[config.mk]
export PLATFORM = sky130hd
export DESIGN_NAME = port_pin_mux
export DESIGN_NICKNAME = d
export VERILOG_FILES = /design/src/logic/pin_mux_pkg.sv /design/src/logic/edge_detect.sv /design/src/logic/port_cell.sv /design/src/logic/port_pin_mux.sv
export SDC_FILE = /design/constraint.sdc
export NUM_CORES = 1
export LEC_CHECK = 0
export BUFFER_PORTS_ARGS = -buffer_cell sky130_fd_sc_hd__buf_2
export CAP_MARGIN = 40
export CORE_MARGIN = 10
export CORE_UTILIZATION = 46
export DETAILED_ROUTE_END_ITERATION = 10
export GPL_TIMING_DRIVEN = 0
export PLACE_DENSITY = 0.87
export SLEW_MARGIN = 5
export SYNTH_ARGS = -nofsm -noshare
export SYNTH_HDL_FRONTEND = slang
export SYNTH_SLANG_ARGS = --single-unit
[constraint.sdc]
create_clock -name CORE_CLK -period 1.65 [get_ports CORE_CLK]
set_clock_uncertainty 0.1 [all_clocks]
set_input_delay 0.0825 -clock CORE_CLK [delete_from_list [all_inputs] [get_ports CORE_CLK]]
set_output_delay 0.0825 -clock CORE_CLK [all_outputs]
set_load 0.03 [all_outputs]
[src/logic/pin_mux_pkg.sv]
// Package with register map, field positions and reset values of the port pin mux
package pin_mux_pkg;
    // Register byte offsets
    localparam logic [7:0] OFF_PORT_ZERO_DATA = 8'h00;
    localparam logic [7:0] OFF_PORT_ZERO_MODE = 8'h04;
    localparam logic [7:0] OFF_PORT_ONE_DATA = 8'h08;
    localparam logic [7:0] OFF_PORT_ONE_MODE = 8'h0c;
    localparam logic [7:0] OFF_PORT_TWO_DATA = 8'h10;
    localparam logic [7:0] OFF_PORT_TWO_MODE = 8'h14;
    localparam logic [7:0] OFF_PORT_FOUR_DATA = 8'h18;
    localparam logic [7:0] OFF_PORT_FOUR_MODE = 8'h1c;
    localparam logic [7:0] OFF_PORT_SIX_DATA = 8'h20;
    localparam logic [7:0] OFF_PORT_SIX_MODE = 8'h24;
    localparam logic [7:0] OFF_PORT_EIGHT_DATA = 8'h28;
    localparam logic [7:0] OFF_PORT_EIGHT_MODE = 8'h2c;
    localparam logic [7:0] OFF_PORT_PULLUP = 8'h30;
    localparam logic [7:0] OFF_SERIAL_PULLUP = 8'h34;
    localparam logic [7:0] OFF_KEY_RETURN_MODE = 8'h38;
    localparam logic [7:0] OFF_ALT_CTRL = 8'h3c;
    localparam logic [7:0] OFF_PORT_EIGHT_FUNC = 8'h40;
    // Port pull-up select fields
    localparam int PU_PORT_ZERO_BIT = 0;
    localparam int PU_PORT_ONE_BIT = 1;
    localparam int PU_PORT_FOUR_BIT = 2;
    // Alternate control fields
    localparam int ALT_SER_EN_BIT = 0;
    localparam int ALT_TIMER_EN_BIT = 1;
    localparam int ALT_EDGE_LSB = 2;
    localparam int ALT_LCD_ON_BIT = 4;
    // Valid edge encodings of the external interrupt
    localparam logic [1:0] EDGE_NONE = 2'h0;
    localparam logic [1:0] EDGE_RISING = 2'h1;
    localparam logic [1:0] EDGE_FALLING = 2'h2;
    localparam logic [1:0] EDGE_BOTH = 2'h3;
    // Reset values
    localparam logic [7:0] RST_MODE = 8'hff;
    localparam logic [7:0] RST_LATCH = 8'h00;
    localparam logic [7:0] RST_CTRL = 8'h00;
endpackage

[src/logic/edge_detect.sv]
// Edge detector with selectable valid edge, ORed over a group of inputs
`timescale 1ns/1ps
module edge_detect
    import pin_mux_pkg::*;
#(
    parameter int W = 1
) (
    // Clock and reset
    input wire logic clk,
    input wire logic nrst,
    // Levels and edge choice
    input wire logic [W-1:0] level_in,
    input wire logic [1:0] edge_sel,
    // Detection
    output logic pulse_q
);
    logic [W-1:0] prev_q;
    logic [W-1:0] rise;
    logic [W-1:0] fall;

    assign rise = level_in & ~prev_q;
    assign fall = ~level_in & prev_q;

    always_ff @(posedge clk or negedge nrst) begin
        if (!nrst) begin
            prev_q <= '0;
        end else begin
            prev_q <= level_in;
        end
    end

    always_ff @(posedge clk or negedge nrst) begin
        if (!nrst) begin
            pulse_q <= 1'b0;
        end else begin
            pulse_q <= (edge_sel[0] & (|rise)) | (edge_sel[1] & (|fall));
        end
    end
endmodule

[src/logic/port_cell.sv]
// One general-purpose port: output latch, per-bit mode, alternate mux and pull-up
`timescale 1ns/1ps
module port_cell
    import pin_mux_pkg::*;
#(
    parameter int W = 4
) (
    // Clock and reset
    input wire logic clk,
    input wire logic nrst,
    // Register writes
    input wire logic data_we,
    input wire logic mode_we,
    input wire logic [7:0] wdata,
    // Alternate function
    input wire logic [W-1:0] alt_sel,
    input wire logic [W-1:0] alt_out,
    input wire logic [W-1:0] alt_oe,
    input wire logic [W-1:0] pu_req,
    // Pin side
    input wire logic [W-1:0] pin_in,
    output logic [W-1:0] pin_out_q,
    output logic [W-1:0] pin_oe_q,
    output logic [W-1:0] pin_pu_q,
    // Read back
    output logic [W-1:0] mode_q,
    output logic [W-1:0] rd_value
);
    logic [W-1:0] latch_q;
    logic [W-1:0] oe_d;

    // Mode bit high means input
    assign oe_d = (alt_sel & alt_oe) | (~alt_sel & ~mode_q);
    assign rd_value = (mode_q & pin_in) | (~mode_q & latch_q);

    always_ff @(posedge clk or negedge nrst) begin
        if (!nrst) begin
            latch_q <= RST_LATCH[W-1:0];
        end else if (data_we) begin
            latch_q <= wdata[W-1:0];
        end
    end

    always_ff @(posedge clk or negedge nrst) begin
        if (!nrst) begin
            mode_q <= RST_MODE[W-1:0];
        end else if (mode_we) begin
            mode_q <= wdata[W-1:0];
        end
    end

    always_ff @(posedge clk or negedge nrst) begin
        if (!nrst) begin
            pin_out_q <= '0;
            pin_oe_q <= '0;
            pin_pu_q <= '0;
        end else begin
            pin_out_q <= (alt_sel & alt_out) | (~alt_sel & latch_q);
            pin_oe_q <= oe_d;
            // Pull-up only where the pin is not driven
            pin_pu_q <= pu_req & ~oe_d;
        end
    end
endmodule

[src/logic/port_pin_mux.sv]
// Top of the port and pin-sharing logic with its Wishbone register slave
// What this block does
// - Ports zero and four are four-bit bidirectional ports, readable and drivable.
// - Ports one and six are two-bit bidirectional ports.
// - Port two is three bits, shared with serial clock, output and input.
// - Port eight is six bits, shared with six LCD segment outputs.
// - Each port bit has its own input or output direction.
// - Ports zero, one, four: one pull-up setting per port, inputs only.
// - Port two pull-up is chosen per bit.
// - Port four pull-up on when port pull-up or key-return mode asks.
// - External interrupt on port six bit one: rising, falling or both edges.
// - Port four pins double as key-return inputs, same order.
// - Port six bit zero can carry the timer forty output.
// - Serial clock on port two bit zero is bidirectional; out bit one, in bit two.
// - Port eight bit i carries segment twenty-two minus i.
// - Four common outputs, low after reset.
// - Each port eight bit switches between port and segment individually.
//
// The address map and the Wishbone register port are this design's own decisions.
`timescale 1ns/1ps
module port_pin_mux
    import pin_mux_pkg::*;
(
    // Clock and reset
    input wire logic CORE_CLK,
    input wire logic NRST,
    // Wishbone slave
    input wire logic WB_CYC_I,
    input wire logic WB_STB_I,
    input wire logic WB_WE_I,
    input wire logic [7:0] WB_ADR_I,
    input wire logic [3:0] WB_SEL_I,
    input wire logic [31:0] WB_DAT_I,
    output logic [31:0] WB_DAT_O,
    output logic WB_ACK_O,
    // Port zero
    input wire logic [3:0] PORT_ZERO_PINS_IN,
    output logic [3:0] PORT_ZERO_PINS_OUT,
    output logic [3:0] PORT_ZERO_PINS_OE,
    output logic [3:0] PORT_ZERO_PINS_PU,
    // Port one
    input wire logic [1:0] PORT_ONE_PINS_IN,
    output logic [1:0] PORT_ONE_PINS_OUT,
    output logic [1:0] PORT_ONE_PINS_OE,
    output logic [1:0] PORT_ONE_PINS_PU,
    // Port two
    input wire logic [2:0] PORT_TWO_PINS_IN,
    output logic [2:0] PORT_TWO_PINS_OUT,
    output logic [2:0] PORT_TWO_PINS_OE,
    output logic [2:0] PORT_TWO_PINS_PU,
    // Port four
    input wire logic [3:0] PORT_FOUR_PINS_IN,
    output logic [3:0] PORT_FOUR_PINS_OUT,
    output logic [3:0] PORT_FOUR_PINS_OE,
    output logic [3:0] PORT_FOUR_PINS_PU,
    // Port six
    input wire logic [1:0] PORT_SIX_PINS_IN,
    output logic [1:0] PORT_SIX_PINS_OUT,
    output logic [1:0] PORT_SIX_PINS_OE,
    output logic [1:0] PORT_SIX_PINS_PU,
    // Port eight
    input wire logic [5:0] PORT_EIGHT_PINS_IN,
    output logic [5:0] PORT_EIGHT_PINS_OUT,
    output logic [5:0] PORT_EIGHT_PINS_OE,
    output logic [5:0] PORT_EIGHT_PINS_PU,
    // Serial unit
    input wire logic SER_CLK_OUT,
    input wire logic SER_CLK_DRIVE,
    input wire logic SER_DATA_OUT,
    output logic SER_CLK_IN,
    output logic SER_DATA_IN,
    // Timer and interrupt
    input wire logic TIMER_FORTY_OUT,
    output logic INT_EDGE_PULSE,
    // Key return
    output logic [3:0] KEY_RETURN_INPUTS,
    output logic KEY_RETURN_PULSE,
    // LCD driver
    input wire logic [16:0] LCD_SEG_DEDICATED_IN,
    input wire logic LCD_SEG_LAST_IN,
    input wire logic [5:0] LCD_SEG_SHARED_IN,
    input wire logic [3:0] LCD_COMMON_IN,
    output logic [16:0] LCD_SEG_DEDICATED,
    output logic LCD_SEG_LAST,
    output logic [3:0] LCD_COMMON_OUTS
);
    logic [2:0] port_pullup_select_q;
    logic [2:0] serial_port_bit_pullup_q;
    logic key_return_mode_setting_q;
    logic [4:0] alt_ctrl_q;
    logic [5:0] port_eight_function_select_q;
    logic wr_fire;
    logic rd_fire;
    logic [3:0] m0, r0, m4, r4;
    logic [1:0] m1, r1, m6, r6;
    logic [2:0] m2, r2;
    logic [5:0] m8, r8, seg_rev;
    logic ser_en, timer_en, lcd_on;
    logic [1:0] edge_sel;
    logic [31:0] rd_d;

    // Register decode
    function automatic logic hit(input logic [7:0] adr, input logic [7:0] off);
        hit = (adr == off);
    endfunction

    // Write lands at the edge where the master sees ack
    assign wr_fire = WB_CYC_I & WB_STB_I & WB_WE_I & WB_ACK_O & WB_SEL_I[0];
    assign rd_fire = WB_CYC_I & WB_STB_I & ~WB_ACK_O;
    assign ser_en = alt_ctrl_q[ALT_SER_EN_BIT];
    assign timer_en = alt_ctrl_q[ALT_TIMER_EN_BIT];
    assign edge_sel = alt_ctrl_q[ALT_EDGE_LSB +: 2];
    assign lcd_on = alt_ctrl_q[ALT_LCD_ON_BIT];

    always_ff @(posedge CORE_CLK or negedge NRST) begin
        if (!NRST) begin
            WB_ACK_O <= 1'b0;
        end else begin
            WB_ACK_O <= rd_fire;
        end
    end

    always_comb begin
        rd_d = '0;
        case (WB_ADR_I)
            OFF_PORT_ZERO_DATA: rd_d[3:0] = r0;
            OFF_PORT_ZERO_MODE: rd_d[3:0] = m0;
            OFF_PORT_ONE_DATA: rd_d[1:0] = r1;
            OFF_PORT_ONE_MODE: rd_d[1:0] = m1;
            OFF_PORT_TWO_DATA: rd_d[2:0] = r2;
            OFF_PORT_TWO_MODE: rd_d[2:0] = m2;
            OFF_PORT_FOUR_DATA: rd_d[3:0] = r4;
            OFF_PORT_FOUR_MODE: rd_d[3:0] = m4;
            OFF_PORT_SIX_DATA: rd_d[1:0] = r6;
            OFF_PORT_SIX_MODE: rd_d[1:0] = m6;
            OFF_PORT_EIGHT_DATA: rd_d[5:0] = r8;
            OFF_PORT_EIGHT_MODE: rd_d[5:0] = m8;
            OFF_PORT_PULLUP: rd_d[2:0] = port_pullup_select_q;
            OFF_SERIAL_PULLUP: rd_d[2:0] = serial_port_bit_pullup_q;
            OFF_KEY_RETURN_MODE: rd_d[0] = key_return_mode_setting_q;
            OFF_ALT_CTRL: rd_d[4:0] = alt_ctrl_q;
            OFF_PORT_EIGHT_FUNC: rd_d[5:0] = port_eight_function_select_q;
            default: rd_d = '0;
        endcase
    end

    always_ff @(posedge CORE_CLK or negedge NRST) begin
        if (!NRST) begin
            WB_DAT_O <= '0;
        end else if (rd_fire) begin
            WB_DAT_O <= rd_d;
        end
    end

    // Control registers
    always_ff @(posedge CORE_CLK or negedge NRST) begin
        if (!NRST) begin
            port_pullup_select_q <= RST_CTRL[2:0];
            serial_port_bit_pullup_q <= RST_CTRL[2:0];
            key_return_mode_setting_q <= RST_CTRL[0];
            alt_ctrl_q <= RST_CTRL[4:0];
            port_eight_function_select_q <= RST_CTRL[5:0];
        end else if (wr_fire) begin
            if (hit(WB_ADR_I, OFF_PORT_PULLUP)) begin
                port_pullup_select_q <= WB_DAT_I[2:0];
            end
            if (hit(WB_ADR_I, OFF_SERIAL_PULLUP)) begin
                serial_port_bit_pullup_q <= WB_DAT_I[2:0];
            end
            if (hit(WB_ADR_I, OFF_KEY_RETURN_MODE)) begin
                key_return_mode_setting_q <= WB_DAT_I[0];
            end
            if (hit(WB_ADR_I, OFF_ALT_CTRL)) begin
                alt_ctrl_q <= WB_DAT_I[4:0];
            end
            if (hit(WB_ADR_I, OFF_PORT_EIGHT_FUNC)) begin
                port_eight_function_select_q <= WB_DAT_I[5:0];
            end
        end
    end

    port_cell #(.W(4)) u_port_zero (
        .clk(CORE_CLK), .nrst(NRST),
        .data_we(wr_fire & hit(WB_ADR_I, OFF_PORT_ZERO_DATA)),
        .mode_we(wr_fire & hit(WB_ADR_I, OFF_PORT_ZERO_MODE)),
        .wdata(WB_DAT_I[7:0]), .alt_sel(4'h0), .alt_out(4'h0), .alt_oe(4'h0),
        .pu_req({4{port_pullup_select_q[PU_PORT_ZERO_BIT]}}),
        .pin_in(PORT_ZERO_PINS_IN), .pin_out_q(PORT_ZERO_PINS_OUT), .pin_oe_q(PORT_ZERO_PINS_OE),
        .pin_pu_q(PORT_ZERO_PINS_PU), .mode_q(m0), .rd_value(r0)
    );

    port_cell #(.W(2)) u_port_one (
        .clk(CORE_CLK), .nrst(NRST),
        .data_we(wr_fire & hit(WB_ADR_I, OFF_PORT_ONE_DATA)),
        .mode_we(wr_fire & hit(WB_ADR_I, OFF_PORT_ONE_MODE)),
        .wdata(WB_DAT_I[7:0]), .alt_sel(2'h0), .alt_out(2'h0), .alt_oe(2'h0),
        .pu_req({2{port_pullup_select_q[PU_PORT_ONE_BIT]}}),
        .pin_in(PORT_ONE_PINS_IN), .pin_out_q(PORT_ONE_PINS_OUT), .pin_oe_q(PORT_ONE_PINS_OE),
        .pin_pu_q(PORT_ONE_PINS_PU), .mode_q(m1), .rd_value(r1)
    );

    // Serial: clock drive follows the serial unit, data in never driven
    port_cell #(.W(3)) u_port_two (
        .clk(CORE_CLK), .nrst(NRST),
        .data_we(wr_fire & hit(WB_ADR_I, OFF_PORT_TWO_DATA)),
        .mode_we(wr_fire & hit(WB_ADR_I, OFF_PORT_TWO_MODE)),
        .wdata(WB_DAT_I[7:0]), .alt_sel({3{ser_en}}),
        .alt_out({1'b0, SER_DATA_OUT, SER_CLK_OUT}), .alt_oe({1'b0, 1'b1, SER_CLK_DRIVE}),
        .pu_req(serial_port_bit_pullup_q),
        .pin_in(PORT_TWO_PINS_IN), .pin_out_q(PORT_TWO_PINS_OUT), .pin_oe_q(PORT_TWO_PINS_OE),
        .pin_pu_q(PORT_TWO_PINS_PU), .mode_q(m2), .rd_value(r2)
    );

    // Key-return mode forces inputs so the keys are never fought
    port_cell #(.W(4)) u_port_four (
        .clk(CORE_CLK), .nrst(NRST),
        .data_we(wr_fire & hit(WB_ADR_I, OFF_PORT_FOUR_DATA)),
        .mode_we(wr_fire & hit(WB_ADR_I, OFF_PORT_FOUR_MODE)),
        .wdata(WB_DAT_I[7:0]), .alt_sel({4{key_return_mode_setting_q}}), .alt_out(4'h0), .alt_oe(4'h0),
        .pu_req({4{port_pullup_select_q[PU_PORT_FOUR_BIT] | key_return_mode_setting_q}}),
        .pin_in(PORT_FOUR_PINS_IN), .pin_out_q(PORT_FOUR_PINS_OUT), .pin_oe_q(PORT_FOUR_PINS_OE),
        .pin_pu_q(PORT_FOUR_PINS_PU), .mode_q(m4), .rd_value(r4)
    );

    port_cell #(.W(2)) u_port_six (
        .clk(CORE_CLK), .nrst(NRST),
        .data_we(wr_fire & hit(WB_ADR_I, OFF_PORT_SIX_DATA)),
        .mode_we(wr_fire & hit(WB_ADR_I, OFF_PORT_SIX_MODE)),
        .wdata(WB_DAT_I[7:0]), .alt_sel({1'b0, timer_en}),
        .alt_out({1'b0, TIMER_FORTY_OUT}), .alt_oe(2'h3), .pu_req(2'h0),
        .pin_in(PORT_SIX_PINS_IN), .pin_out_q(PORT_SIX_PINS_OUT), .pin_oe_q(PORT_SIX_PINS_OE),
        .pin_pu_q(PORT_SIX_PINS_PU), .mode_q(m6), .rd_value(r6)
    );

    // Segment order is reversed on port eight
    always_comb begin
        for (int i = 0; i < 6; i++) begin
            seg_rev[i] = LCD_SEG_SHARED_IN[5-i];
        end
    end

    port_cell #(.W(6)) u_port_eight (
        .clk(CORE_CLK), .nrst(NRST),
        .data_we(wr_fire & hit(WB_ADR_I, OFF_PORT_EIGHT_DATA)),
        .mode_we(wr_fire & hit(WB_ADR_I, OFF_PORT_EIGHT_MODE)),
        .wdata(WB_DAT_I[7:0]), .alt_sel(port_eight_function_select_q),
        .alt_out(seg_rev), .alt_oe(6'h3f), .pu_req(6'h00),
        .pin_in(PORT_EIGHT_PINS_IN), .pin_out_q(PORT_EIGHT_PINS_OUT), .pin_oe_q(PORT_EIGHT_PINS_OE),
        .pin_pu_q(PORT_EIGHT_PINS_PU), .mode_q(m8), .rd_value(r8)
    );

    // Interrupt edge works in any port mode, the pin is always sampled
    edge_detect #(.W(1)) u_int_edge (
        .clk(CORE_CLK), .nrst(NRST), .level_in(PORT_SIX_PINS_IN[1]),
        .edge_sel(edge_sel), .pulse_q(INT_EDGE_PULSE)
    );

    // Keys pull a line low, so falling edges count
    edge_detect #(.W(4)) u_key_edge (
        .clk(CORE_CLK), .nrst(NRST), .level_in(PORT_FOUR_PINS_IN),
        .edge_sel(key_return_mode_setting_q ? EDGE_FALLING : EDGE_NONE),
        .pulse_q(KEY_RETURN_PULSE)
    );

    // Alternate inputs and LCD outputs
    always_ff @(posedge CORE_CLK or negedge NRST) begin
        if (!NRST) begin
            SER_CLK_IN <= 1'b0;
            SER_DATA_IN <= 1'b0;
            KEY_RETURN_INPUTS <= '0;
        end else begin
            SER_CLK_IN <= PORT_TWO_PINS_IN[0];
            SER_DATA_IN <= PORT_TWO_PINS_IN[2];
            KEY_RETURN_INPUTS <= PORT_FOUR_PINS_IN;
        end
    end

    always_ff @(posedge CORE_CLK or negedge NRST) begin
        if (!NRST) begin
            LCD_SEG_DEDICATED <= '0;
            LCD_SEG_LAST <= 1'b0;
            LCD_COMMON_OUTS <= '0;
        end else begin
            LCD_SEG_DEDICATED <= lcd_on ? LCD_SEG_DEDICATED_IN : 17'h00000;
            LCD_SEG_LAST <= lcd_on & LCD_SEG_LAST_IN;
            LCD_COMMON_OUTS <= lcd_on ? LCD_COMMON_IN : 4'h0;
        end
    end
endmodule

==> impl_metrics.yaml, run 1 <==
power_and_ir_drop:
  seq_power_share_pct: 45.6
  p_sw_w: 0.00197
  pwr-share-comb_pct: 8.8
  internal-power_w: 0.00637
  leakage_nw: 4.63
  clockPowerShare_pct: 45.5
  power_density_nw_per_um2: 914
  ir_worst_vdd_uv: 506
  p_sw_share_pct: 23.6
clocking:
  worstSkewPairLatency_ns: 0.42
  clock-root-buffer: "clkbuf_16"
  cts_tree: "done"
  clk_pin_slew_ns: 0.06
  clk_path_buf_depth: 2
  htree_levels: 4
  cts-buffers-inserted: 17
  cts_sinks: 153
cells_and_area:
  fin_cells: 980
  multi_input_area_um2: 2640
  nets: 884
  fin_util_pct: 63.3
  final-seq-area_um2: 3860
  drive_above_1_share_pct: 47.7
  fillCellCount: 1128
  area_growth_pct: 36.1
sta:
  hold_viol_final: 0
  slew_violations: 0
  fin_crit_ns: 1.76
  clock.fmax_mhz: 567
  slew_headroom_pct: 45.7
  worst_slack_ns: -0.115
  tightest_slew_ns: 0.811
  min_period_over_period_pct: 107
  setup_violations: 1
  rsz0062_at_grt: "yes"
floorplan:
  pin_count: 228
  rows: 44
  die_area_um2: 19800
  initial_utilization_pct: 46.5
  die_x_um: 141
  fp.dieH_um: 141
  coreArea_um2: 14400
place:
  dp.cells: 893
  port_buffers: 161
  place_congestion: 0.935
  detailed_place_hpwl_um: 13900
critical_path:
  crit_path_max_incr_delay_ns: 0.55
  arrival_ns: 1.96
  crit_family: "flip-flops"
  r2r_end: "WB_DAT_O[0]"
  r2r_setup_slack_ns: -0.11
  path_cells: "mux2_4, a222oi_1, nor2_1, nor4_2, a31oi_1"
  path_buf_inv: 0
  r2r_start: "u_port_zero.mode_q[0]"
  critPathKind: "flip-flop to flip-flop"
  required_ns: 1.85
  r2r_cells: 5
  cpMaxStageDelayCell: "dfstp_2"
  worstSetupEndpointType: "flip-flop"
  critPathMaxFanout: 2
  critPathLaunchType: "flip-flop"
yosys:
  ys_top_cells_by_count: "dfrtp_1 (132), mux2_2 (48), buf_4 (38), and2_1 (29), nand2_1 (28)"
  synth-seq-cells: 153
  synth.avg_cell_area_um2: 13.0
  yosysMostFrequentCell: "dfrtp_1"
  synthCells: 514
  syn_area_um2: 6710
  synth.area.top_cells: "dfrtp_1 (49%), dfstp_2 (8.2%), mux2_2 (8.1%), mux2_4 (5.8%), buf_4 (4.3%)"
  synth_top_area_cell: "dfrtp_1"
  yosysWarnings: 0
  ys_seq_area_share_pct: 57.5
  ys.flop_type: "dfrtp_1"
  synth.top_cell.area_share_pct: 49.3
  synth_edf_count: 0
  synthArstFlopShare_pct: 100
  netlist-cell-type-count: 60
hold_path:
  min_to: "WB_DAT_O[0]"
  min_path_type: "input pin to flip-flop"
  min_from: "WB_ADR_I[2]"
  hold_path_depth: 4
drt:
  drt_first_pass_iters: 5
  drt_iter0_drc: 353
  vias: 4926
  wl_per_cell_um: 19.8
  drtAntennaViolNets: 0
  drc: 0
  wl_um: 19400
  viasPerCell: 5.03
global_route:
  grt_pass1_vias: 5317
  grt_pass1_wl_um: 29700
  antenna_found_initial: 1
  grt_usage_pct: 19.4
  grt_start_max_net_pins: 89
  grt-ovfl-total: 0
run_status:
  status: "finished with violations"
  violations: "negative setup slack"
run:
  cap_violations: 0
==> placed cells by master (no fill, tap or decap), types with 6 or more instances in the layout <==
master	n
o21ai_0	9
nand2_4	7
a21oi_1	6
dfstp_2	21
clkbuf_1	10
mux2_2	47
clkinvlp_4	6
conb_1	34
mux2_4	27
inv_1	12
and2_1	29
nor2_1	17
dfrtp_1	131
nor2b_1	13
nand2_1	24
o22ai_1	7
a31oi_1	6
dlygate4sd3_1	49
mux2i_1	7
buf_4	44
nand2b_1	8
buf_2	164
clkbuf_16	17
==> worst reg2reg max path: cells and delay by family (launching register included) <==
kind / cells / cell delay [ns]
simple gates: 2 / 0.25
compound gates: 2 / 0.41
mux: 1 / 0.33
flops: 1 / 0.55
==> stage by stage <==
| step | power (W) | worst slack (ns) | hold slack (ns) | TNS [ns] | area, um2 |
|---|---|---|---|---|---|
| 6_report | 0.00834 | -0.115 | 0.0657 | -0.115 | 9130 |
| 4_1_cts | 0.00839 | -0.105 | 0.0315 | -0.105 | 9050 |
| 2_1_floorplan | 0.00422 | -0.00122 | -0.313 | -0.00122 | 6860 |
| 3_5_place_dp | 0.00450 | -0.405 | 0.0105 | -12.66 | 7930 |
| 3_3_place_gp | 0.00448 | -1.97 | 0.126 | -252.94 | 7890 |
| 5_1_grt | 0.00863 | -0.136 | 0.0460 | -0.166 | 9130 |
==> cells by family after synthesis <==
logic type | synth area share, %
buffers and inverters | 6.55
AO/OA/AOI/OAI | 6.49
AND/OR/NAND/NOR | 13.8
multiplexers | 15.5
flip-flops | 57.5
other | 0.0559
XOR/XNOR | 0.131
==> worst max-delay path by stage <==
stage,startpoint,endpoint,slack [ns],cells past startpoint
after floorplan,u_port_zero.mode_q[0],WB_DAT_O[0],-0.001,5
after global placement,NRST,WB_ACK_O,-1.97,1
after detailed placement,WB_ACK_O,alt_ctrl_q[2],-0.40,4
after CTS,u_port_zero.mode_q[0],WB_DAT_O[0],-0.10,5
after global routing,u_port_zero.mode_q[0],WB_DAT_O[0],-0.14,5
final,u_port_zero.mode_q[0],WB_DAT_O[0],-0.11,5
==> sequential cells by signal (all words and copies together) (netlist names), 5 cells and up <==
register,count
LCD_SEG_DEDICATED,17
WB_DAT_O,6
port_eight_function_select_q,6
u_port_eight.latch_q,6
u_port_eight.mode_q,6
u_port_eight.pin_oe_q,6
u_port_eight.pin_out_q,6
alt_ctrl_q,5
==> metal layers <==
layer	global-route usage [%]	share of wire (%)
met3	6.72	7.2
met2	32.3	50
met5	0	0
met4	8.53	3.2
met1	22.0	39
==> cell type report <==
type                       instances  area share [%]
antenna                            1          0.0274
multi-input combinational        325            28.9
clock inverter                    11            1.33
timing repair buffer             217            15.1
clock buffer                      21            5.05
tap                              184            2.52
inverter                          13           0.576
buffer                            55            4.24
sequential                       153            42.3
==> power by group through the flow <==
stage / Clock [W] / Sequential, W / Combinational [W]
finish: 0.00380 / 0.00380 / 0.000736
global route: 0.00403 / 0.00381 / 0.000790
CTS: 0.00386 / 0.00380 / 0.000725
detailed placement: 0 / 0.00387 / 0.000629
global placement: 0 / 0.00387 / 0.000616
floorplan: 0 / 0.00392 / 0.000302
==> timing repair <==
| action | 4_1_cts | 5_1_grt |
|---|---|---|
| hold buffers | 49 | 0 |
| resized for setup | 8 | 13 |
| pin swaps | 2 | 6 |
| endpoints found under the setup margin | 25 | 28 |
| setup buffers | 3 | 3 |
| hold endpoints to repair | 137 | 0 |
(Power assumes the default switching activity.)
==> inputs of run 2 (changes only) <==
--- a/config.mk
+++ b/config.mk
@@ -5,13 +5,14 @@
 export SDC_FILE = /design/constraint.sdc
 export NUM_CORES = 1
 export LEC_CHECK = 0
+export ABC_AREA = 1
 export BUFFER_PORTS_ARGS = -buffer_cell sky130_fd_sc_hd__buf_2
 export CAP_MARGIN = 40
 export CORE_MARGIN = 10
-export CORE_UTILIZATION = 46
+export CORE_UTILIZATION = 45
 export DETAILED_ROUTE_END_ITERATION = 10
 export GPL_TIMING_DRIVEN = 0
-export PLACE_DENSITY = 0.87
+export PLACE_DENSITY = 0.86
 export SLEW_MARGIN = 5
 export SYNTH_ARGS = -nofsm -noshare
 export SYNTH_HDL_FRONTEND = slang
==> run 2 against run 1 <==
- the flow now finishes without violations
- total power decreased by 0.39%
- hold slack worse by 0.053 ns
- count of clock-buffer cells in the layout increased by 2
- utilization shrank 0.66 points
- flip-flop and latch count stayed put
- die area decreased by 1.4%
- critical path depth decreased by 3
- cell area down 4.0%
- combinational power is 19% lower
- clock power is 3% higher
- non-clock buffer count is 12 lower
- highest routed layer is now met5
==> impl_metrics.yaml, run 2 <==
clocking:
  clk_pin_slew_ns: 0.06
  cts_tree: "done"
  htree_levels: 4
  clock-root-buffer: "clkbuf_16"
  clk_path_buf_depth: 2
  cts_sinks: 153
  cts-buffers-inserted: 17
  worstSkewPairLatency_ns: 0.42
power_and_ir_drop:
  internal-power_w: 0.00648
  ir_worst_vdd_uv: 612
  clockPowerShare_pct: 47.3
  p_sw_share_pct: 22.0
  pwr-share-comb_pct: 7.2
  finalPower_w: 0.00830
  leakage_nw: 4.61
  power_density_nw_per_um2: 948
  p_sw_w: 0.00182
  seq_power_share_pct: 45.5
critical_path:
  path_buf_inv: 1
  crit_family: "buffers and inverters"
  r2r_start: "WB_ACK_O"
  critPathMaxFanout: 7
  critPathKind: "flip-flop to flip-flop"
  crit_cells: 2
  arrival_ns: 1.86
  r2r_setup_slack_ns: 0.05
  critPathLaunchType: "flip-flop"
  path_cells: "nor2_1, dlygate4sd3_1"
  r2r_end: "WB_ACK_O"
  r2r_cells: 2
  required_ns: 1.91
  cpMaxStageDelayCell: "dlygate4sd3_1"
  worstSetupEndpointType: "flip-flop"
  crit_path_max_incr_delay_ns: 0.62
yosys:
  synthArstFlopShare_pct: 100
  ys_top_cells_by_count: "nand2_1 (233), dfrtp_1 (132), inv_1 (81), o21ai_0 (68), nor2_1 (40)"
  synth_top_family_by_area: "simple AND/OR/NAND/NOR gates"
  synthAdderAreaFrac_pct: 0
  synth.area.top_cells: "dfrtp_1 (51%), nand2_1 (14%), dfstp_2 (8.5%), o21ai_0 (5.3%), inv_1 (4.7%)"
  synth-seq-cells: 153
  synth_top_area_cell: "dfrtp_1"
  yosysWarnings: 0
  synth-simple-area-share_pct: 21.6
  ys_seq_area_share_pct: 59.7
  syn_area_um2: 6460
  yosysMostFrequentCell: "nand2_1"
  synth_mux_area_share_pct: 0
  synthXorXnorAreaFrac_pct: 0
  synth.avg_cell_area_um2: 9.04
  ys.flop_type: "dfrtp_1"
  synth.top_cell.area_share_pct: 51.2
  synthCells: 714
  synth_edf_count: 0
  netlist-cell-type-count: 25
  synth-compound-area-share_pct: 8.51
sta:
  holdWs_ns: 0.0130
  slew_violations: 0
  slew_headroom_pct: 51.9
  hold_viol_final: 0
  min_period_over_period_pct: 97.1
  rsz0062_at_grt: "yes"
  fin_crit_ns: 1.60
  clock.fmax_mhz: 624
  tightest_slew_ns: 0.722
  worst_slack_ns: 0.0474
  finalSetupTns_ns: 0
  setup_violations: 0
global_route:
  grt_start_max_net_pins: 80
  grt_usage_pct: 19.1
  grt-ovfl-total: 0
  grt_pass1_wl_um: 29900
  antenna_found_initial: 3
  grt_pass1_vias: 5960
drt:
  wl_per_cell_um: 15.8
  wl_um: 18500
  vias: 5556
  viasPerCell: 4.73
  drt_first_pass_iters: 5
  drtAntennaViolNets: 0
  drc: 0
  drt_iter0_drc: 278
floorplan:
  initial_utilization_pct: 46.2
  fp.dieH_um: 140
  coreArea_um2: 14000
  rows: 43
  pin_count: 228
  die_area_um2: 19500
  die_x_um: 140
cells_and_area:
  drive_above_1_share_pct: 30.0
  area_growth_pct: 35.7
  largest_register_ffs: 17
  final_cell_mix: "nand2_1 (233), buf_2 (163), dfrtp_1 (132), inv_1 (81), o21ai_0 (68)"
  fillCellCount: 1129
  layout_commonest_cell: "nand2_1"
  largest-register: "LCD_SEG_DEDICATED"
  final_area_um2: 8760
  nets: 1083
hold_path:
  hold_path_depth: 3
  min_from: "WB_DAT_I[3]"
  min_path_type: "input pin to flip-flop"
  min_to: "u_port_eight.latch_q[3]"
place:
  detailed_place_hpwl_um: 13400
  post-place-ws_ns: 0.0863
  dpl-instance-area_um2: 7660
  port_buffers: 164
  place_congestion: 0.898
run_status:
  status: "complete, no violations"
run:
  cap_violations: 0
-- run 2: changes by cell type after synthesis, sizes merged, moves of 7 or more --
| cell | change |
|---|---|
| nand2b | -8 |
| inv | +75 |
| mux2 | -74 |
| nand3 | +26 |
| nand2 | +205 |
| o21ai | +81 |
| and2 | -30 |
| nor2 | +31 |
| buf | -7 |
| mux2i | -11 |
| nor2b | -14 |
-- run 2: kinds of logic (layout without fill, tap and decap cells) --
group / after synthesis / after routing
flops: 153 / 153
compound gates: 100 / 100
buf+inv: 133 / 379
other cells: 1 / 35
simple gates: 327 / 327
-- run 2: worst register-to-register path, stage by stage, from the launching register on --
cell and delay, ns:
dfrtp_1 0.40, nor2_1 0.42, dlygate4sd3_1 0.62
-- run 2: worst max-delay path by stage --
stage,startpoint,end,slack [ns]
2_1_floorplan,WB_ACK_O,u_port_one.latch_q[0],0.14
3_3_place_gp,NRST,LCD_SEG_DEDICATED[0],-1.72
3_5_place_dp,WB_ACK_O,port_pullup_select_q[0],0.09
4_1_cts,WB_ACK_O,u_port_two.latch_q[2],0.05
5_1_grt,u_port_zero.mode_q[1],WB_DAT_O[1],-0.01
6_report,WB_ACK_O,WB_ACK_O,0.05
-- run 2: timing repair --
action / CTS / global route
gates resized for setup: 0 / 3
hold endpoints to repair: 123 / 0
hold buffers: 47 / 0
endpoints found under the setup margin: 0 / 18
setup buffers: 0 / 3
-- run 2: stage by stage --
step	cells	utilization (%)
6_report	1174	62.6
5_1_grt	1174	62.6
4_1_cts	1170	62.4
3_5_place_dp	1092	54.8
3_3_place_gp	1091	54.5
2_1_floorplan	747	-
-- run 2: layer usage --
metal,track usage (%),share of wire (%)
met1,19.8,36
met2,32.1,49
met3,8.98,11
met4,8.59,2.7
met5,0,0.15
-- run 2: cell type report --
cell class	instances	area (um2)	area share (%)
antenna	1	2.50	0.0286
tap	180	225	2.57
inverter	88	333	3.80
clock buffer	23	478	5.46
clock inverter	8	120	1.37
timing repair buffer	215	1350	15.4
sequential	153	3850	44.0
buffer	45	328	3.74
multi-input combinational	461	2070	23.6
-- run 2: power by group through the flow --
stage | logic, W | clock network (W) | registers, W
after global placement | 0.000480 | 0 | 0.00384
after CTS | 0.000586 | 0.00399 | 0.00378
after floorplan | 0.000245 | 0 | 0.00387
after global routing | 0.000649 | 0.00416 | 0.00378
after detailed placement | 0.000499 | 0 | 0.00385
final | 0.000595 | 0.00393 | 0.00378
==> inputs of run 3 (changes only) <==
==> constraint.sdc (replaced) <==
create_clock -name CORE_CLK -period 1.4 [get_ports CORE_CLK]
set_clock_uncertainty 0.1 [all_clocks]
set_input_delay 0.07 -clock CORE_CLK [delete_from_list [all_inputs] [get_ports CORE_CLK]]
set_output_delay 0.07 -clock CORE_CLK [all_outputs]
set_load 0.03 [all_outputs]
==> run 3 against run 2 <==
- total power grew 21%
- setup slack lost 0.098 ns
- first-iteration DRC count grew 94%
- the run now ends with negative setup slack left
==> impl_metrics.yaml, run 3 (synthesis gave the netlist of run 2 again) <==
clocking:
  cts-buffers-inserted: 17
  htree_levels: 4
  cts_sinks: 153
  clk_pin_slew_ns: 0.06
  clk_path_buf_depth: 2
  worstSkewPairLatency_ns: 0.42
  cts_tree: "done"
  clock-root-buffer: "clkbuf_16"
power_and_ir_drop:
  ir_worst_vdd_uv: 701
  power_density_nw_per_um2: 1070
  finalPower_w: 0.0101
  leakage_nw: 4.99
drt:
  drt_first_pass_iters: 5
  drc: 0
  wl_per_cell_um: 16.5
  drtAntennaViolNets: 0
  vias: 5825
  wl_um: 19900
  drt_iter0_drc: 540
  viasPerCell: 4.83
place:
  place_congestion: 0.877
  port_buffers: 164
  detailed_place_hpwl_um: 13500
global_route:
  grt_pass1_wl_um: 30800
  antenna_found_initial: 2
  grt_usage_pct: 19.6
  grt_pass1_vias: 5992
  grt_start_max_net_pins: 95
  grt-ovfl-total: 0
floorplan:
  die_x_um: 140
  fp.dieH_um: 140
  pin_count: 228
  rows: 43
  coreArea_um2: 14000
  initial_utilization_pct: 46.2
  die_area_um2: 19500
run_status:
  violations: "negative setup slack"
  status: "finished with violations"
sta:
  worst_slack_ns: -0.0505
  slew_violations: 0
  clock.fmax_mhz: 689
  rsz0062_at_grt: "yes"
  hold_viol_final: 0
  fin_crit_ns: 1.45
  tightest_slew_ns: 0.828
  holdWs_ns: 0.00646
  min_period_over_period_pct: 104
  slew_headroom_pct: 44.8
  setup_violations: 5
cells_and_area:
  layout_commonest_cell: "nand2_1"
  largest-register: "LCD_SEG_DEDICATED"
  drive_above_1_share_pct: 36.9
  largest_register_ffs: 17
  nets: 1111
  final_cell_mix: "nand2_1 (200), buf_2 (163), dfrtp_1 (131), inv_1 (77), dlygate4sd3_1 (53)"
  area_growth_pct: 45.1
run:
  cap_violations: 0
hold_path:
  min_path_type: "input pin to flip-flop"
critical_path:
  arrival_ns: 1.65
  critPathKind: "flip-flop to flip-flop"
  critPathMaxFanout: 2
  worstSetupEndpointType: "flip-flop"
  critPathLaunchType: "flip-flop"
  required_ns: 1.60
[run 3: changes by cell type in the layout (fill, tap and decap cells not counted), sizes merged]
cell | previous run | this run
nand2 | 241 | 242
bufinv | 3 | 4
buf | 206 | 225
clkinvlp | 2 | 3
clkinv | 3 | 4
diode | 1 | 3
dlygate4sd3 | 47 | 53
[run 3: stage by stage]
step	setup TNS, ns	instance area, um2	setup WS, ns	instances	util [%]
3_3_place_gp	-285.34	7640	-2.24	1091	54.6
5_1_grt	-1.49	9370	-0.141	1204	67.0
6_report	-0.134	9370	-0.0505	1205	67.0
2_1_floorplan	0	6590	0.0123	747	-
3_5_place_dp	-4.31	7670	-0.157	1092	54.8
4_1_cts	-0.0224	8970	-0.0188	1191	64.1
[run 3: worst max-delay path: stages (launching register included)]
cell	delay, ns
dfstp_2	0.53
inv_1	0.05
nand2_1	0.05
nand2_1	0.05
nand2_1	0.07
nand2_1	0.08
nor2_1	0.10
nand2_1	0.07
o21ai_2	0.15
nand2_1	0.06
[run 3: layer usage]
metal	share of wire [%]	global-route usage (%)
met2	50	33.4
met5	0	0
met4	2.6	7.55
met3	10	7.96
met1	37	21.4
[run 3: final cells by class]
cell class	instances	area, um2
timing repair buffer	242	1630
fill	1039	4620
sequential	153	3860
inverter	88	333
antenna	3	7.51
tap	180	225
clock inverter	11	170
buffer	45	339
clock buffer	21	460
multi-input combinational	462	2350
[run 3: where the power goes]
part,switching [W],internal [W],total [W]
logic,0.000459,0.000286,0.000745
registers,0.00000974,0.00445,0.00446
clock network,0.00178,0.00308,0.00485
total,0.00224,0.00781,0.0101
[run 3: what timing repair did]
item | CTS | global route
setup endpoints to repair | 47 | 47
pin swaps | 9 | 19
hold buffers | 53 | 0
hold endpoints to repair | 138 | 0
gates resized for setup | 15 | 95
gates cloned | 0 | 4
buffers inserted | 14 | 7
[run 3: worst paths after layout]
path,startpoint,end,slack (ns),depth (start not counted)
min in group asynchronous,NRST,SER_CLK_IN,0.21,2
max in group asynchronous,NRST,u_port_eight.mode_q[4],0.17,3
max,u_port_six.mode_q[1],WB_DAT_O[1],-0.05,9
max reg2reg,u_port_six.mode_q[1],WB_DAT_O[1],-0.05,9
min,WB_DAT_I[1],u_port_two.mode_q[1],0.006,3
min reg2reg,u_port_one.latch_q[1],u_port_one.pin_out_q[1],0.30,0
